## src/ainp_pkg.sv

```systemverilog
// Constants for the interrupt enable and pin routing block
package ainp_pkg;
    // ------------------------------------------------------------
    // Register offsets
    // ------------------------------------------------------------
    localparam logic [7:0] ADDR_EN_GROUP2  = 8'h18; // Motion engine enables
    localparam logic [7:0] ADDR_ROUTE_A    = 8'h19; // First pin motion routing
    localparam logic [7:0] ADDR_ROUTE_FIFO = 8'h1A; // FIFO and data routing
    localparam logic [7:0] ADDR_PIN_CTRL   = 8'h20; // Pin polarity control

    // ------------------------------------------------------------
    // Reset values
    // ------------------------------------------------------------
    localparam logic [7:0] RST_EN_GROUP2   = 8'h00; // All engines off
    localparam logic [7:0] RST_ROUTE_A     = 8'h00; // Nothing routed
    localparam logic [7:0] RST_ROUTE_FIFO  = 8'h00; // Nothing routed
    localparam logic [7:0] RST_PIN_CTRL    = 8'h05; // Both pins active high

    // ------------------------------------------------------------
    // Writable bit masks (reserved bits read zero)
    // ------------------------------------------------------------
    localparam logic [7:0] MASK_EN_GROUP2  = 8'h0F; // Bits 7..4 reserved
    localparam logic [7:0] MASK_ROUTE_A    = 8'hFF; // All bits used
    localparam logic [7:0] MASK_ROUTE_FIFO = 8'hE7; // Bits 4 and 3 reserved
    localparam logic [7:0] MASK_PIN_CTRL   = 8'h05; // Only polarity bits held

    // ------------------------------------------------------------
    // Field positions
    // ------------------------------------------------------------
    localparam int MOTION_SEL_BIT  = 3; // 0 slow-motion, 1 no-motion
    localparam int AXIS_Z_BIT      = 2; // Z axis enable
    localparam int AXIS_Y_BIT      = 1; // Y axis enable
    localparam int AXIS_X_BIT      = 0; // X axis enable
    localparam int B_DATA_BIT      = 7; // Data ready to second pin
    localparam int B_WATERMARK_BIT = 6; // Watermark to second pin
    localparam int B_FULL_BIT      = 5; // FIFO full to second pin
    localparam int A_FULL_BIT      = 2; // FIFO full to first pin
    localparam int A_WATERMARK_BIT = 1; // Watermark to first pin
    localparam int A_DATA_BIT      = 0; // Data ready to first pin
    localparam int PIN_A_POL_BIT   = 0; // First pin level select
    localparam int PIN_B_POL_BIT   = 2; // Second pin level select

    // ------------------------------------------------------------
    // Source counts per pin
    // ------------------------------------------------------------
    localparam int PIN_A_SOURCES   = 11; // Eight motion plus three FIFO/data
    localparam int PIN_B_SOURCES   = 3;  // FIFO/data only in this block
endpackage : ainp_pkg

```

## src/ainp_pin_drive.sv

```systemverilog
// Combines routed interrupt sources onto one pin with polarity
`timescale 1ns/1ns
`default_nettype none
module ainp_pin_drive #(
    parameter int N = 1                    // Number of sources
) (
    input  wire logic         sys_clk,     // System clock
    input  wire logic         rst_n,       // Async reset, active low
    input  wire logic         ce,          // Clock enable
    input  wire logic [N-1:0] src_active,  // Active, enabled sources
    input  wire logic [N-1:0] route,       // Per-source routing bits
    input  wire logic         active_high, // 1 active high, 0 active low
    output logic              pin_r        // Registered pin level
);
    // ------------------------------------------------------------
    // Pin level
    // ------------------------------------------------------------
    wire logic any_routed;                 // Any routed source active
    wire logic pin_nxt;                    // Level after polarity

    // (RQ11) any routed source
    assign any_routed = |(src_active & route);
    // (RQ10) apply pin polarity
    assign pin_nxt    = active_high ? any_routed : ~any_routed;

    // Output flop, idle-low matches active-high reset polarity
    always_ff @(posedge sys_clk or negedge rst_n) begin
        if (!rst_n) begin
            pin_r <= 1'b0;
        end else if (ce) begin
            pin_r <= pin_nxt;
        end
    end
endmodule : ainp_pin_drive
`default_nettype wire

```

## src/ainp_irq_route.sv

```systemverilog
// Interrupt enable group two, pin routing and polarity registers
`timescale 1ns/1ns
`default_nettype none
// Contract
// (RQ1) Group-two enable register, reserved high nibble
// (RQ2) Bit 3 selects slow or no motion
// (RQ3) Bits 2..0 enable z, y, x axes
// (RQ4) Eight-bit first pin motion routing register
// (RQ5) Bits 7..4 route flat, orient, taps
// (RQ6) Bits 3..0 route quiet, slope, high, low
// (RQ7) Shared bits 7..5 route to second pin
// (RQ8) Shared bits 2..0 route to first pin
// (RQ9) Host writes zero to reserved bits
// (RQ10) Pin polarity per level bit, high default
// (RQ11) Pin asserts on enabled routed active source
module ainp_irq_route (
    input  wire logic       sys_clk,          // System clock, 50 MHz
    input  wire logic       rst_n,            // Async reset, active low
    input  wire logic       ce,               // Clock enable, freezes state
    input  wire logic       reg_wr_en,        // Register write strobe
    input  wire logic       reg_rd_en,        // Register read strobe
    input  wire logic [7:0] reg_addr,         // Register offset
    input  wire logic [7:0] reg_wdata,        // Write data
    output logic      [7:0] reg_rdata,        // Registered read data
    input  wire logic       evt_flat,         // Flat interrupt active
    input  wire logic       evt_orientation,  // Orientation interrupt active
    input  wire logic       evt_single_tap,   // Single tap active
    input  wire logic       evt_double_tap,   // Double tap active
    input  wire logic [2:0] evt_quiet_axis,   // Slow/no-motion per axis z,y,x
    input  wire logic       evt_any_motion,   // Slope interrupt active
    input  wire logic       evt_high_accel,   // High-g active
    input  wire logic       evt_low_accel,    // Low-g active
    input  wire logic       evt_data_ready,   // Data ready active
    input  wire logic       evt_watermark,    // FIFO watermark active
    input  wire logic       evt_fifo_full,    // FIFO full active
    output logic            quiet_mode_r,     // 0 slow-motion, 1 no-motion
    output logic      [2:0] quiet_axis_en_r,  // Axis enables z,y,x
    output logic            first_irq_pin,    // First interrupt pin
    output logic            second_irq_pin    // Second interrupt pin
);
    // ------------------------------------------------------------
    // Registers
    // ------------------------------------------------------------
    logic [7:0] en_group2_r;                  // Group-two enables
    logic [7:0] route_a_r;                    // First pin motion routing
    logic [7:0] route_fifo_r;                 // Shared FIFO/data routing
    logic [7:0] pin_ctrl_r;                   // Pin polarity bits
    logic [7:0] reg_rdata_r;                  // Read data holder

    // ------------------------------------------------------------
    // Address decode
    // ------------------------------------------------------------
    wire logic hit_en2   = reg_addr == ainp_pkg::ADDR_EN_GROUP2;  // Enables
    wire logic hit_rta   = reg_addr == ainp_pkg::ADDR_ROUTE_A;    // Route A
    wire logic hit_rtf   = reg_addr == ainp_pkg::ADDR_ROUTE_FIFO; // Shared
    wire logic hit_ctl   = reg_addr == ainp_pkg::ADDR_PIN_CTRL;   // Polarity
    wire logic wr_en2    = ce && reg_wr_en && hit_en2;            // Write en2
    wire logic wr_rta    = ce && reg_wr_en && hit_rta;            // Write route A
    wire logic wr_rtf    = ce && reg_wr_en && hit_rtf;            // Write shared
    wire logic wr_ctl    = ce && reg_wr_en && hit_ctl;            // Write polarity
    wire logic [7:0] rd_mux;                                      // Read select

    // Read selection, unmapped offsets read zero
    assign rd_mux = hit_en2 ? en_group2_r  :
                    hit_rta ? route_a_r    :
                    hit_rtf ? route_fifo_r :
                    hit_ctl ? pin_ctrl_r   : 8'h00;

    // ------------------------------------------------------------
    // Register writes
    // ------------------------------------------------------------
    // (RQ1) group-two enable storage, reserved dropped
    always_ff @(posedge sys_clk or negedge rst_n) begin
        if (!rst_n) begin
            en_group2_r <= ainp_pkg::RST_EN_GROUP2;
        end else if (wr_en2) begin
            en_group2_r <= reg_wdata & ainp_pkg::MASK_EN_GROUP2;
        end
    end

    // (RQ4) first pin routing storage
    always_ff @(posedge sys_clk or negedge rst_n) begin
        if (!rst_n) begin
            route_a_r <= ainp_pkg::RST_ROUTE_A;
        end else if (wr_rta) begin
            route_a_r <= reg_wdata & ainp_pkg::MASK_ROUTE_A;
        end
    end

    // (RQ7) shared routing storage, reserved dropped
    always_ff @(posedge sys_clk or negedge rst_n) begin
        if (!rst_n) begin
            route_fifo_r <= ainp_pkg::RST_ROUTE_FIFO;
        end else if (wr_rtf) begin
            route_fifo_r <= reg_wdata & ainp_pkg::MASK_ROUTE_FIFO;
        end
    end

    // (RQ10) polarity storage, both high at reset
    always_ff @(posedge sys_clk or negedge rst_n) begin
        if (!rst_n) begin
            pin_ctrl_r <= ainp_pkg::RST_PIN_CTRL;
        end else if (wr_ctl) begin
            pin_ctrl_r <= reg_wdata & ainp_pkg::MASK_PIN_CTRL;
        end
    end

    // Read data captured on read strobe
    always_ff @(posedge sys_clk or negedge rst_n) begin
        if (!rst_n) begin
            reg_rdata_r <= 8'h00;
        end else if (ce && reg_rd_en) begin
            reg_rdata_r <= rd_mux;
        end
    end
    assign reg_rdata = reg_rdata_r;

    // ------------------------------------------------------------
    // Motion engine controls
    // ------------------------------------------------------------
    // (RQ2) mode select and (RQ3) axis enables to engine
    always_ff @(posedge sys_clk or negedge rst_n) begin
        if (!rst_n) begin
            quiet_mode_r    <= 1'b0;
            quiet_axis_en_r <= 3'h0;
        end else if (ce) begin
            quiet_mode_r    <= en_group2_r[ainp_pkg::MOTION_SEL_BIT];
            quiet_axis_en_r <= en_group2_r[ainp_pkg::AXIS_Z_BIT:ainp_pkg::AXIS_X_BIT];
        end
    end

    // ------------------------------------------------------------
    // Source vectors
    // ------------------------------------------------------------
    wire logic quiet_active;                                   // Gated quiet event
    wire logic [ainp_pkg::PIN_A_SOURCES-1:0] src_a;            // Pin A sources
    wire logic [ainp_pkg::PIN_A_SOURCES-1:0] mask_a;           // Pin A routing
    wire logic [ainp_pkg::PIN_B_SOURCES-1:0] src_b;            // Pin B sources
    wire logic [ainp_pkg::PIN_B_SOURCES-1:0] mask_b;           // Pin B routing

    // (RQ3) only enabled axes raise the quiet source
    assign quiet_active = |(evt_quiet_axis & en_group2_r[2:0]);
    // (RQ5) (RQ6) motion order matches routing bits 7..0
    assign src_a  = {evt_fifo_full, evt_watermark, evt_data_ready,
                     evt_flat, evt_orientation, evt_single_tap, evt_double_tap,
                     quiet_active, evt_any_motion, evt_high_accel, evt_low_accel};
    // (RQ8) shared bits 2..0 for first pin
    assign mask_a = {route_fifo_r[ainp_pkg::A_FULL_BIT],
                     route_fifo_r[ainp_pkg::A_WATERMARK_BIT],
                     route_fifo_r[ainp_pkg::A_DATA_BIT], route_a_r};
    assign src_b  = {evt_data_ready, evt_watermark, evt_fifo_full};
    // (RQ7) shared bits 7..5 for second pin
    assign mask_b = {route_fifo_r[ainp_pkg::B_DATA_BIT],
                     route_fifo_r[ainp_pkg::B_WATERMARK_BIT],
                     route_fifo_r[ainp_pkg::B_FULL_BIT]};

    // ------------------------------------------------------------
    // Pin drivers
    // ------------------------------------------------------------
    // (RQ11) first pin combine
    ainp_pin_drive #(.N(ainp_pkg::PIN_A_SOURCES)) u_pin_a (
        .sys_clk     (sys_clk),
        .rst_n       (rst_n),
        .ce          (ce),
        .src_active  (src_a),
        .route       (mask_a),
        .active_high (pin_ctrl_r[ainp_pkg::PIN_A_POL_BIT]),
        .pin_r       (first_irq_pin)
    );

    // (RQ11) second pin combine
    ainp_pin_drive #(.N(ainp_pkg::PIN_B_SOURCES)) u_pin_b (
        .sys_clk     (sys_clk),
        .rst_n       (rst_n),
        .ce          (ce),
        .src_active  (src_b),
        .route       (mask_b),
        .active_high (pin_ctrl_r[ainp_pkg::PIN_B_POL_BIT]),
        .pin_r       (second_irq_pin)
    );
endmodule : ainp_irq_route
`default_nettype wire

```

## config.mk

```make
export PLATFORM = sky130hd
export DESIGN_NAME = ainp_irq_route
export DESIGN_NICKNAME = d
export VERILOG_FILES = /design/src/ainp_pkg.sv /design/src/ainp_pin_drive.sv /design/src/ainp_irq_route.sv
export SDC_FILE = /design/constraint.sdc
export NUM_CORES = 1
export LEC_CHECK = 0
export BUFFER_PORTS_ARGS = -buffer_cell sky130_fd_sc_hd__buf_2
export CAP_MARGIN = 20
export CORE_ASPECT_RATIO = 0.6
export CORE_MARGIN = 2
export CORE_UTILIZATION = 46
export DETAILED_ROUTE_END_ITERATION = 10
export PLACE_DENSITY = 0.75
export SLEW_MARGIN = 30
export SYNTH_ARGS = -nofsm -noshare
export SYNTH_HDL_FRONTEND = slang
export SYNTH_HIERARCHICAL = 1
export SYNTH_SLANG_ARGS = --single-unit
```

## constraint.sdc

```tcl
create_clock -name sys_clk -period 1.6 [get_ports sys_clk]
set_clock_uncertainty 0.15 [all_clocks]
set_input_delay 0.08 -clock sys_clk [delete_from_list [all_inputs] [get_ports sys_clk]]
set_output_delay 0.08 -clock sys_clk [all_outputs]
set_load 0.05 [all_outputs]
```

# After elaboration in Yosys (flattened, before gate mapping)
# Cells that the tools add are included.
[classes] n_eq_ne=4 mux=6 bitwise_logic=5 reduce_logical=9
[ops] op="$eq 8x5->1 const B" count=3
[ops] op="$mux 8" count=3
[ops] op="$and 11x11->11" count=1
[ops] op="$reduce_or 11->1" count=1
[ops] op="$eq 8x6->1 const B" count=1
[ops] op="$and 3x3->3" count=2
[ops] op="$logic_and 1x1->1" count=6
[ops] op="$reduce_or 3->1" count=2
[ops] op="$mux 3" count=1
[ops] op="$mux 1" count=2
[ops] op="$not 1->1" count=2
[totals] ff_bits=34 inputBits=34 output_inout_bits=14

# Longest topological paths before layout
# Gate-level depths: netlist of the first run.
[logic_depth] ltp_word=6 depth_mapped=6

# Cells and area by module
# The synthesis of the first run kept the hierarchy.
[modules_own_cells] module="ainp_irq_route" n_inst=1 cells_each=108 area_each_um2=1462.7
[modules_own_cells] module="ainp_pin_drive (u_pin_a)" n_inst=1 cells_each=12 area_each_um2=106.4
[modules_own_cells] module="ainp_pin_drive (u_pin_b)" n_inst=1 cells_each=5 area_each_um2=52.6

# Worst setup path after synthesis of the first run
# No wires, ideal clock.
[synth_timing] path_type="reg2reg" from="reg en_group2_r[0]" to="reg u_pin_a.pin_r" setup_time_ns=0.144 t_arrival_ns=1.310 path_slack_ns=-0.004 path_stages_with_launch=7 n_path_buf=0 cell_sequence="dfrtp_1 > a222oi_1 > inv_1 > a22oi_1 > nand4_1 > mux2_2 > o221ai_1"
[synth_via] elab_chain_cells=6
[synth_rtl] element="start, declared" line_no="ainp_irq_route.sv:44" source="logic [7:0] en_group2_r;"
[synth_rtl] element="start signal, assigned" line_no="ainp_irq_route.sv:75" source="en_group2_r <= ainp_pkg::RST_EN_GROUP2;"
[synth_rtl] element="start signal, assigned" line_no="ainp_irq_route.sv:77" source="en_group2_r <= reg_wdata & ainp_pkg::MASK_EN_GROUP2;"
[synth_rtl] element="$and 3x3->3 (*)" line_no="ainp_irq_route.sv:142" source="assign quiet_active = |(evt_quiet_axis & en_group2_r[2:0]);"
[synth_rtl] element="$reduce_or 3->1 (*)" line_no="ainp_irq_route.sv:142"
[synth_rtl] element="net quiet_active" line_no="ainp_irq_route.sv:135" source="wire logic quiet_active;"
[synth_rtl] element="$and 11x11->11 (*)" line_no="ainp_pin_drive.sv:22" source="assign any_routed = |(src_active & route);"
[synth_rtl] element="$reduce_or 11->1 (*)" line_no="ainp_pin_drive.sv:22"
[synth_rtl] element="$not 1->1" line_no="ainp_pin_drive.sv:24" source="assign pin_nxt = active_high ? any_routed : ~any_routed;"
[synth_rtl] element="$mux 1 (*)" line_no="ainp_pin_drive.sv:24"
[synth_rtl] element="end signal, assigned" line_no="ainp_pin_drive.sv:31" source="pin_r <= pin_nxt;"
[synth_rtl] element="end, declared" line_no="ainp_pin_drive.sv:13" source="output logic pin_r"
# Mark *: on every way through the listed nets, which the timed path passes. The rest lies on a longest branch.
# A chain may end at the register's enable or synchronous reset.

# Worst setup path after layout of the first run
# Same ends and word-level chain as after synthesis.

==> impl_summary.log, run 1 <==
INFO  metric fp.dieArea = 4030 um2
INFO  metric area_delta_synth_final = 34.3%
INFO  metric critical_path.slowest_cell = dfrtp_1
INFO  metric grt_antenna_before_repair = 0
INFO  metric place_area = 1970 um2
INFO  metric multi_input_combinational_cell_area = 754 um2
INFO  metric total_number_of_yosys_warnings = 6
INFO  metric crit-reg2reg-launch = en_group2_r[0]$_DFFE_PN0P_
INFO  metric critPathMaxStageDelay = 0.38 ns
INFO  metric detailed_routing_iteration_count_for_the_pre_antenna_repair_pass = 7
INFO  metric grt_util_met3 = 0.0623
INFO  metric synthDominantCellAreaShare = 0.494
INFO  metric syn-cell-area = 1620 um2
INFO  metric insertion_delay = 0.29 ns
INFO  metric period_needed = 1.71 ns
INFO  metric finalWirelength = 4110 um
INFO  metric synth-seq-area-share = 0.526
INFO  metric synth_cell_types = 35
INFO  metric timing.critical_path.from = en_group2_r[0]$_DFFE_PN0P_
INFO  metric vias_in_the_first_global_route = 1,343
INFO  metric finalNonFillerCells = 241
INFO  metric h_tree_lvl_count = 2
INFO  metric pwr_density = 821 nW/um2
INFO  metric power.static_leakage = 1.12 nW
INFO  metric layout_setup_ws = -0.114 ns
INFO  metric n_fill_cell = 267
INFO  metric gr-usage-met1 = 0.311
INFO  metric drc_errors = 0
INFO  metric gr-total-overflow = 0
INFO  metric timing.final.max_slew_violations = 0
INFO  metric crit_path_max_fanout = 2
INFO  metric num_cts_buffers = 5
INFO  metric numPortBuffers = 47
INFO  metric setup.reg_to_reg.worst_slack = -0.11 ns
INFO  metric dp_hpwl = 3070 um
INFO  metric timing_worst_setup_path_type = register to register
INFO  metric cp.arrival = 1.78 ns
INFO  metric r2r-end = u_pin_a/pin_r$_DFFE_PN0P_
INFO  metric final_nets = 229
INFO  metric std_cell_rows = 16
INFO  metric cp.required = 1.66 ns
INFO  metric hold_slack = 0.0112 ns
INFO  metric layout.cells.most_common = buf_2
INFO  metric post-synth-top-area-cell = dfrtp_1
INFO  metric path_delay_family = compound AO/OA/AOI/OAI gates
INFO  metric worst_hold_path.num_cells = 3
INFO  metric worst_pin_slew = 0.731 ns
INFO  metric numPlacedInstances = 223
INFO  metric hold_viol_final = 0
INFO  metric postSynthNetCount = 159
INFO  metric seq_area = 853 um2
INFO  metric design_area = 2180 um2
INFO  metric grt_util_all_layers = 0.226
INFO  metric clock_transition_at_the_register_clock_pins_on_the_worst_setup_and_hold_paths_after_cts = 0.07 ns
INFO  metric setup-violations-final = 1
INFO  metric grt_setup_unrepaired = yes
INFO  metric met2_usage = 0.329
INFO  metric avgSynthCellArea = 13.0 um2
INFO  metric critPathBufInv = 1
INFO  metric layout.cells.most_common_list = buf_2, dfrtp_1, mux2_2
INFO  metric timing.hold.worst_endpoint = u_pin_a/pin_r$_DFFE_PN0P_
INFO  metric detailroute.via_count = 1,331
INFO  metric clock-sinks = 34
INFO  metric netlist_instances = 125
INFO  metric status = complete, but fails checks
INFO  metric cts_tree = built
INFO  metric ios = 48
INFO  metric hold_wc_path_type = input port to register
INFO  metric clock_tree.root_cell = clkbuf_8
INFO  metric crit_path_cell_trace = a222oi_1 -> inv_1 -> a22oi_2 -> nand4_1 -> mux2_4 -> o221ai_2
INFO  metric reg2reg_depth = 6
INFO  metric max_freq = 0.583 GHz
INFO  metric synth.top_cells.by_area = dfrtp_1, mux2_2, dfstp_2, nand4_4, a21oi_1
INFO  metric first_iter_violations = 92
INFO  metric violations = negative setup slack
INFO  metric final_core_area_utilization = 0.659
INFO  metric core_area = 3300 um2
INFO  metric max-cap-violations = 0
INFO  metric initial_utilization = 0.491
INFO  metric relSlewSlack = 0.513
INFO  metric finalCritPeriodShare = 1.07
INFO  metric die_x = 80.7 um
INFO  metric critical_path.startpoint_type = register
INFO  metric insertedDiodeCount = 0
INFO  metric grt_pass1_wl = 6510 um
INFO  metric post_route_cells_drive_above_1_share = 0.510
INFO  metric end_kind = register
INFO  metric cts_buffer_depth = 2
INFO  metric routed_antenna_nets = 0
INFO  metric synth_seq_cells = 34
INFO  metric finalWeightedCongestion = 0.893
INFO  metric hold_start = evt_orientation
INFO  metric pin_count_of_the_biggest_net_entering_global_routing = 35
INFO  metric global_route.peak_usage_layer = met2
INFO  metric die_h = 50.0 um
INFO  metric irDropWorstVdd = 0.000464 V
INFO  metric post_drt_via_cell_ratio = 5.52
INFO  metric wl_per_cell = 17.0 um
-- Yosys cell counts --
master	n
dfrtp_1	32
mux2_2	25
a21oi_1	8
nand2_1	7
a22oi_1	4
a221o_1	3
a222oi_1	3
and2_1	3
nor2_1	3
o31ai_1	3
a21o_1	2
a22o_1	2
buf_2	2
dfstp_2	2
inv_1	2
mux2i_1	2
nand4_4	2
nor2b_1	2
o2bb2ai_1	2
and3_1	1
and4b_1	1
clkbuf_1	1
clkbuf_4	1
nand3_1	1
nand3b_1	1
nand4_1	1
nand4_2	1
nand4b_1	1
nor3_1	1
nor3_2	1
nor3b_1	1
nor3b_2	1
nor4b_2	1
o221ai_1	1
xnor2_1	1
-- flip-flops by register name (all words and copies together), names as in the netlist, 2 cells and up --
name,flops
en_group2_r,4
pin_ctrl_r,2
quiet_axis_en_r,3
reg_rdata,8
route_a_r,8
route_fifo_r,6
-- stage by stage --
stage          total power [mW]  TNS, ns  setup slack [ns]
6_report                   1.79   -0.114            -0.114
3_3_place_gp               1.10  -0.0366           -0.0366
3_5_place_dp               1.11  -0.0968           -0.0968
2_1_floorplan              1.00        0          0.000474
4_1_cts                    1.80   -0.126            -0.126
5_1_grt                    1.86   -0.186            -0.186
-- worst reg2reg max path: stages, from the launching register on --
cell and delay [ns]:
dfrtp_1 0.38, a222oi_1 0.33, inv_1 0.09, a22oi_2 0.16
nand4_1 0.14, mux2_4 0.33, o221ai_2 0.06
-- metal layers --
metal  share of wire  wire length (um)  vias to the layer above
li1                -                 -                      621
met1            0.47              1920                      661
met2            0.45              1870                       44
met3           0.066               270                        5
met4           0.012                49                        0
met5               0                 0                        -
-- cell type report --
cell class	instances	area share
inverters	2	0.00345
multi-input cells	85	0.347
flip-flops and latches	34	0.392
clock inverters	2	0.00575
clock buffers	6	0.0379
well taps	45	0.0259
repair buffers	67	0.189
-- repair_timing --
action                     4_1_cts  5_1_grt
pin swaps                        2        2
setup endpoints to repair        1        1
buffers inserted                 0        0
gates resized for setup          2        1
hold endpoints to repair        53        0
hold buffers                    10        0
-- report_power, final --
| part | total (mW) | leakage [nW] | internal, mW | switching [mW] |
|---|---|---|---|---|
| clock | 0.669 | 0.0472 | 0.346 | 0.324 |
| combinational | 0.220 | 0.613 | 0.0970 | 0.123 |
| sequential | 0.899 | 0.458 | 0.882 | 0.0173 |
| total | 1.79 | 1.12 | 1.32 | 0.464 |
-- kinds of logic (layout without fill, tap and decap cells) --
logic type      Yosys count  count (layout)  share of synthesized area
xor+xnor                  1               1                    0.00540
compound gates           28              28                      0.130
simple gates             29              29                      0.134
flops                    34              34                      0.526
mux                      27              27                      0.186
buf+inv                   6              77                     0.0177
-- how the worst max path moves through the flow --
stage | slack, ns | to | cells past startpoint
after floorplan | 0.0005 | u_pin_a/pin_r$_DFFE_PN0P_ | 6
after global placement | -0.04 | u_pin_a/pin_r$_DFFE_PN0P_ | 6
after detailed placement | -0.1 | u_pin_a/pin_r$_DFFE_PN0P_ | 6
after CTS | -0.13 | u_pin_a/pin_r$_DFFE_PN0P_ | 6
after global routing | -0.19 | u_pin_a/pin_r$_DFFE_PN0P_ | 6
final | -0.11 | u_pin_a/pin_r$_DFFE_PN0P_ | 6
Power figures use the tool's default switching activity.
==> inputs of run 2 (changes only) <==
RECOVER_POWER = 100   (was default)
==> impl_summary.log, run 2 (synthesized netlist as in run 1, its figures left out) <==
INFO  metric global_route.peak_usage_layer = met2
INFO  metric initial_utilization = 0.491 (unchanged)
INFO  metric end_kind = register
INFO  metric grt_util_all_layers = 0.226 (unchanged)
INFO  metric clock_tree.root_cell = clkbuf_8
INFO  metric worst_pin_slew = 0.803 ns (+0.0724 ns)
INFO  metric dp_hpwl = 3070 um (unchanged)
INFO  metric period_needed = 1.72 ns (+0.00975 ns)
INFO  metric grt_antenna_before_repair = 0 (unchanged)
INFO  metric sequential_group_share_of_total_power = 0.504 (about the same)
INFO  metric drc_errors = 0 (unchanged)
INFO  metric pwr-share-clk = 0.378 (+0.004)
INFO  metric h_tree_lvl_count = 2 (unchanged)
INFO  metric post_drt_via_cell_ratio = 5.51 (-0.15%)
INFO  metric status = complete, but fails checks
INFO  metric grt_pass1_wl = 6510 um (unchanged)
INFO  metric pin_count_of_the_biggest_net_entering_global_routing = 35 (unchanged)
INFO  metric relSlewSlack = 0.465 (-0.0483)
INFO  metric crit_path_max_fanout = 2 (unchanged)
INFO  metric hold_wc_path_type = input port to register
INFO  metric critical_path.slowest_cell = dfrtp_1
INFO  metric ios = 48 (unchanged)
INFO  metric layout_setup_ws = -0.124 ns (-0.00975 ns)
INFO  metric met2_usage = 0.329 (unchanged)
INFO  metric detailroute.via_count = 1,329 (-0.15%)
INFO  metric irDropWorstVdd = 0.000461 V (-0.58%)
INFO  metric critPathBufInv = 1 (unchanged)
INFO  metric finalPower = 1.78 mW (-0.21%)
INFO  metric insertion_delay = 0.29 ns (about the same)
INFO  metric finalWeightedCongestion = 0.893 (unchanged)
INFO  metric area_delta_synth_final = 30.0%
INFO  metric p_switching = 0.465 mW (+0.24%)
INFO  metric finalCritPeriodShare = 1.08 (+0.00610)
INFO  metric hold_start = evt_orientation
INFO  metric gr-total-overflow = 0 (unchanged)
INFO  metric numPlacedInstances = 223 (unchanged)
INFO  metric max_freq = 0.580 GHz (-0.57%)
INFO  metric detailed_routing_iteration_count_for_the_pre_antenna_repair_pass = 4 (-3)
INFO  metric cts_tree = built
INFO  metric wl_per_cell = 17.3 um (+1.3%)
INFO  metric grt_util_met3 = 0.0623 (unchanged)
INFO  metric switching_share = 0.261 (+0.00118)
INFO  metric critPathMaxStageDelay = 0.38 ns (about the same)
INFO  metric vias_in_the_first_global_route = 1,343 (unchanged)
INFO  metric core_area = 3300 um2 (unchanged)
INFO  metric cp.required = 1.66 ns (about the same)
INFO  metric numPortBuffers = 47 (unchanged)
INFO  metric first_iter_violations = 78 (-15%)
INFO  metric layout.cells.most_common = dfrtp_1
INFO  metric grt_setup_unrepaired = yes
INFO  metric cts_buffer_depth = 2 (unchanged)
INFO  metric critical_path.startpoint_type = register
INFO  metric timing_worst_setup_path_type = register to register
INFO  metric die_h = 50.0 um (unchanged)
INFO  metric clock-sinks = 34 (unchanged)
INFO  metric pwr_density = 846 nW/um2 (+3.0%)
INFO  metric crit_path_cell_trace = a222oi_1 -> inv_1 -> a22oi_2 -> nand4_1 -> mux2_4 -> o221ai_2
INFO  metric path_delay_family = compound AO/OA/AOI/OAI gates
INFO  metric violations = negative setup slack
INFO  metric timing.critical_path.from = en_group2_r[0]$_DFFE_PN0P_
INFO  metric finalWirelength = 4160 um (+1.3%)
INFO  metric crit-reg2reg-launch = en_group2_r[0]$_DFFE_PN0P_
INFO  metric gr-usage-met1 = 0.311 (unchanged)
INFO  metric die_x = 80.7 um (unchanged)
INFO  metric cp.arrival = 1.79 ns (about the same)
INFO  metric post_route_cells_drive_above_1_share = 0.403 (-0.107)
INFO  metric finalNonFillerCells = 241 (unchanged)
INFO  metric max-cap-violations = 0 (unchanged)
INFO  metric internal_power = 1.32 mW (-0.37%)
INFO  metric hold_viol_final = 0 (unchanged)
INFO  metric layout.cells.most_common_list = dfrtp_1, buf_2, mux2_2
INFO  metric routed_antenna_nets = 0 (unchanged)
INFO  metric setup.reg_to_reg.worst_slack = -0.12 ns (about the same)
INFO  metric insertedDiodeCount = 0 (unchanged)
INFO  metric fp.dieArea = 4030 um2 (unchanged)
INFO  metric setup-violations-final = 1 (unchanged)
INFO  metric num_cts_buffers = 5 (unchanged)
INFO  metric std_cell_rows = 16 (unchanged)
INFO  metric power.share.combinational = 0.118 (-0.005)
INFO  metric final_nets = 229 (unchanged)
INFO  metric power.static_leakage = 1.04 nW (-7.0%)
INFO  metric clock_transition_at_the_register_clock_pins_on_the_worst_setup_and_hold_paths_after_cts = 0.07 ns (about the same)
INFO  metric timing.final.max_slew_violations = 0 (unchanged)
-- run 2: power groups by stage --
stage / logic (mW) / clock network, mW / registers, mW
after floorplan: 0.0652 / 0 / 0.937
after CTS: 0.220 / 0.679 / 0.898
after global placement: 0.190 / 0 / 0.913
after global routing: 0.229 / 0.723 / 0.901
final: 0.210 / 0.675 / 0.899
after detailed placement: 0.195 / 0 / 0.915
-- run 2: worst paths after layout --
path	to	depth (start not counted)
min reg2reg	reg_rdata[1]$_DFFE_PN0P_	2
max reg2reg	u_pin_a/pin_r$_DFFE_PN0P_	6
max	u_pin_a/pin_r$_DFFE_PN0P_	6
min in group asynchronous	reg_rdata[0]$_DFFE_PN0P_	2
min	u_pin_a/pin_r$_DFFE_PN0P_	3
max in group asynchronous	reg_rdata[3]$_DFFE_PN0P_	2
-- run 2: through the flow --
step	hold WS (ns)	setup slack, ns	setup TNS, ns	util	area, um2
floorplan	-0.366	0.000474	0	-	1620
global placement	0.0228	-0.0366	-0.0366	0.595	1970
detailed placement	0.0386	-0.0968	-0.0968	0.595	1970
CTS	0.00935	-0.126	-0.126	0.658	2170
global route	0.0374	-0.186	-0.679	0.638	2110
finish	0.00666	-0.124	-0.124	0.638	2110
-- run 2: area by class of cell --
type	instances	area, um2
Inverter	2	7.51
Clock inverter	2	12.5
Tap cell	45	56.3
Sequential cell	34	853
Fill cell	282	1190
Multi-Input combinational cell	85	714
Clock buffer	6	82.6
Timing Repair Buffer	67	382
-- run 2: metal layers --
metal	routed length (um)	part of all wire	vias to the layer above
li1	-	-	620
met5	0	0	-
met3	294	0.071	7
met2	1870	0.45	52
met4	62	0.015	0
met1	1940	0.47	650
-- run 2: timing repair --
action,4_1_cts,5_1_grt
setup endpoints to repair,1,1
buffers inserted,0,0
pin swaps,2,2
endpoints found under the hold margin,53,0
gates resized for setup,2,1
hold buffers,10,0
-- run 2: worst min-delay path: stages --
cell,delay (ns)
buf_2,0.08
a222oi_1,0.11
o221ai_2,0.15
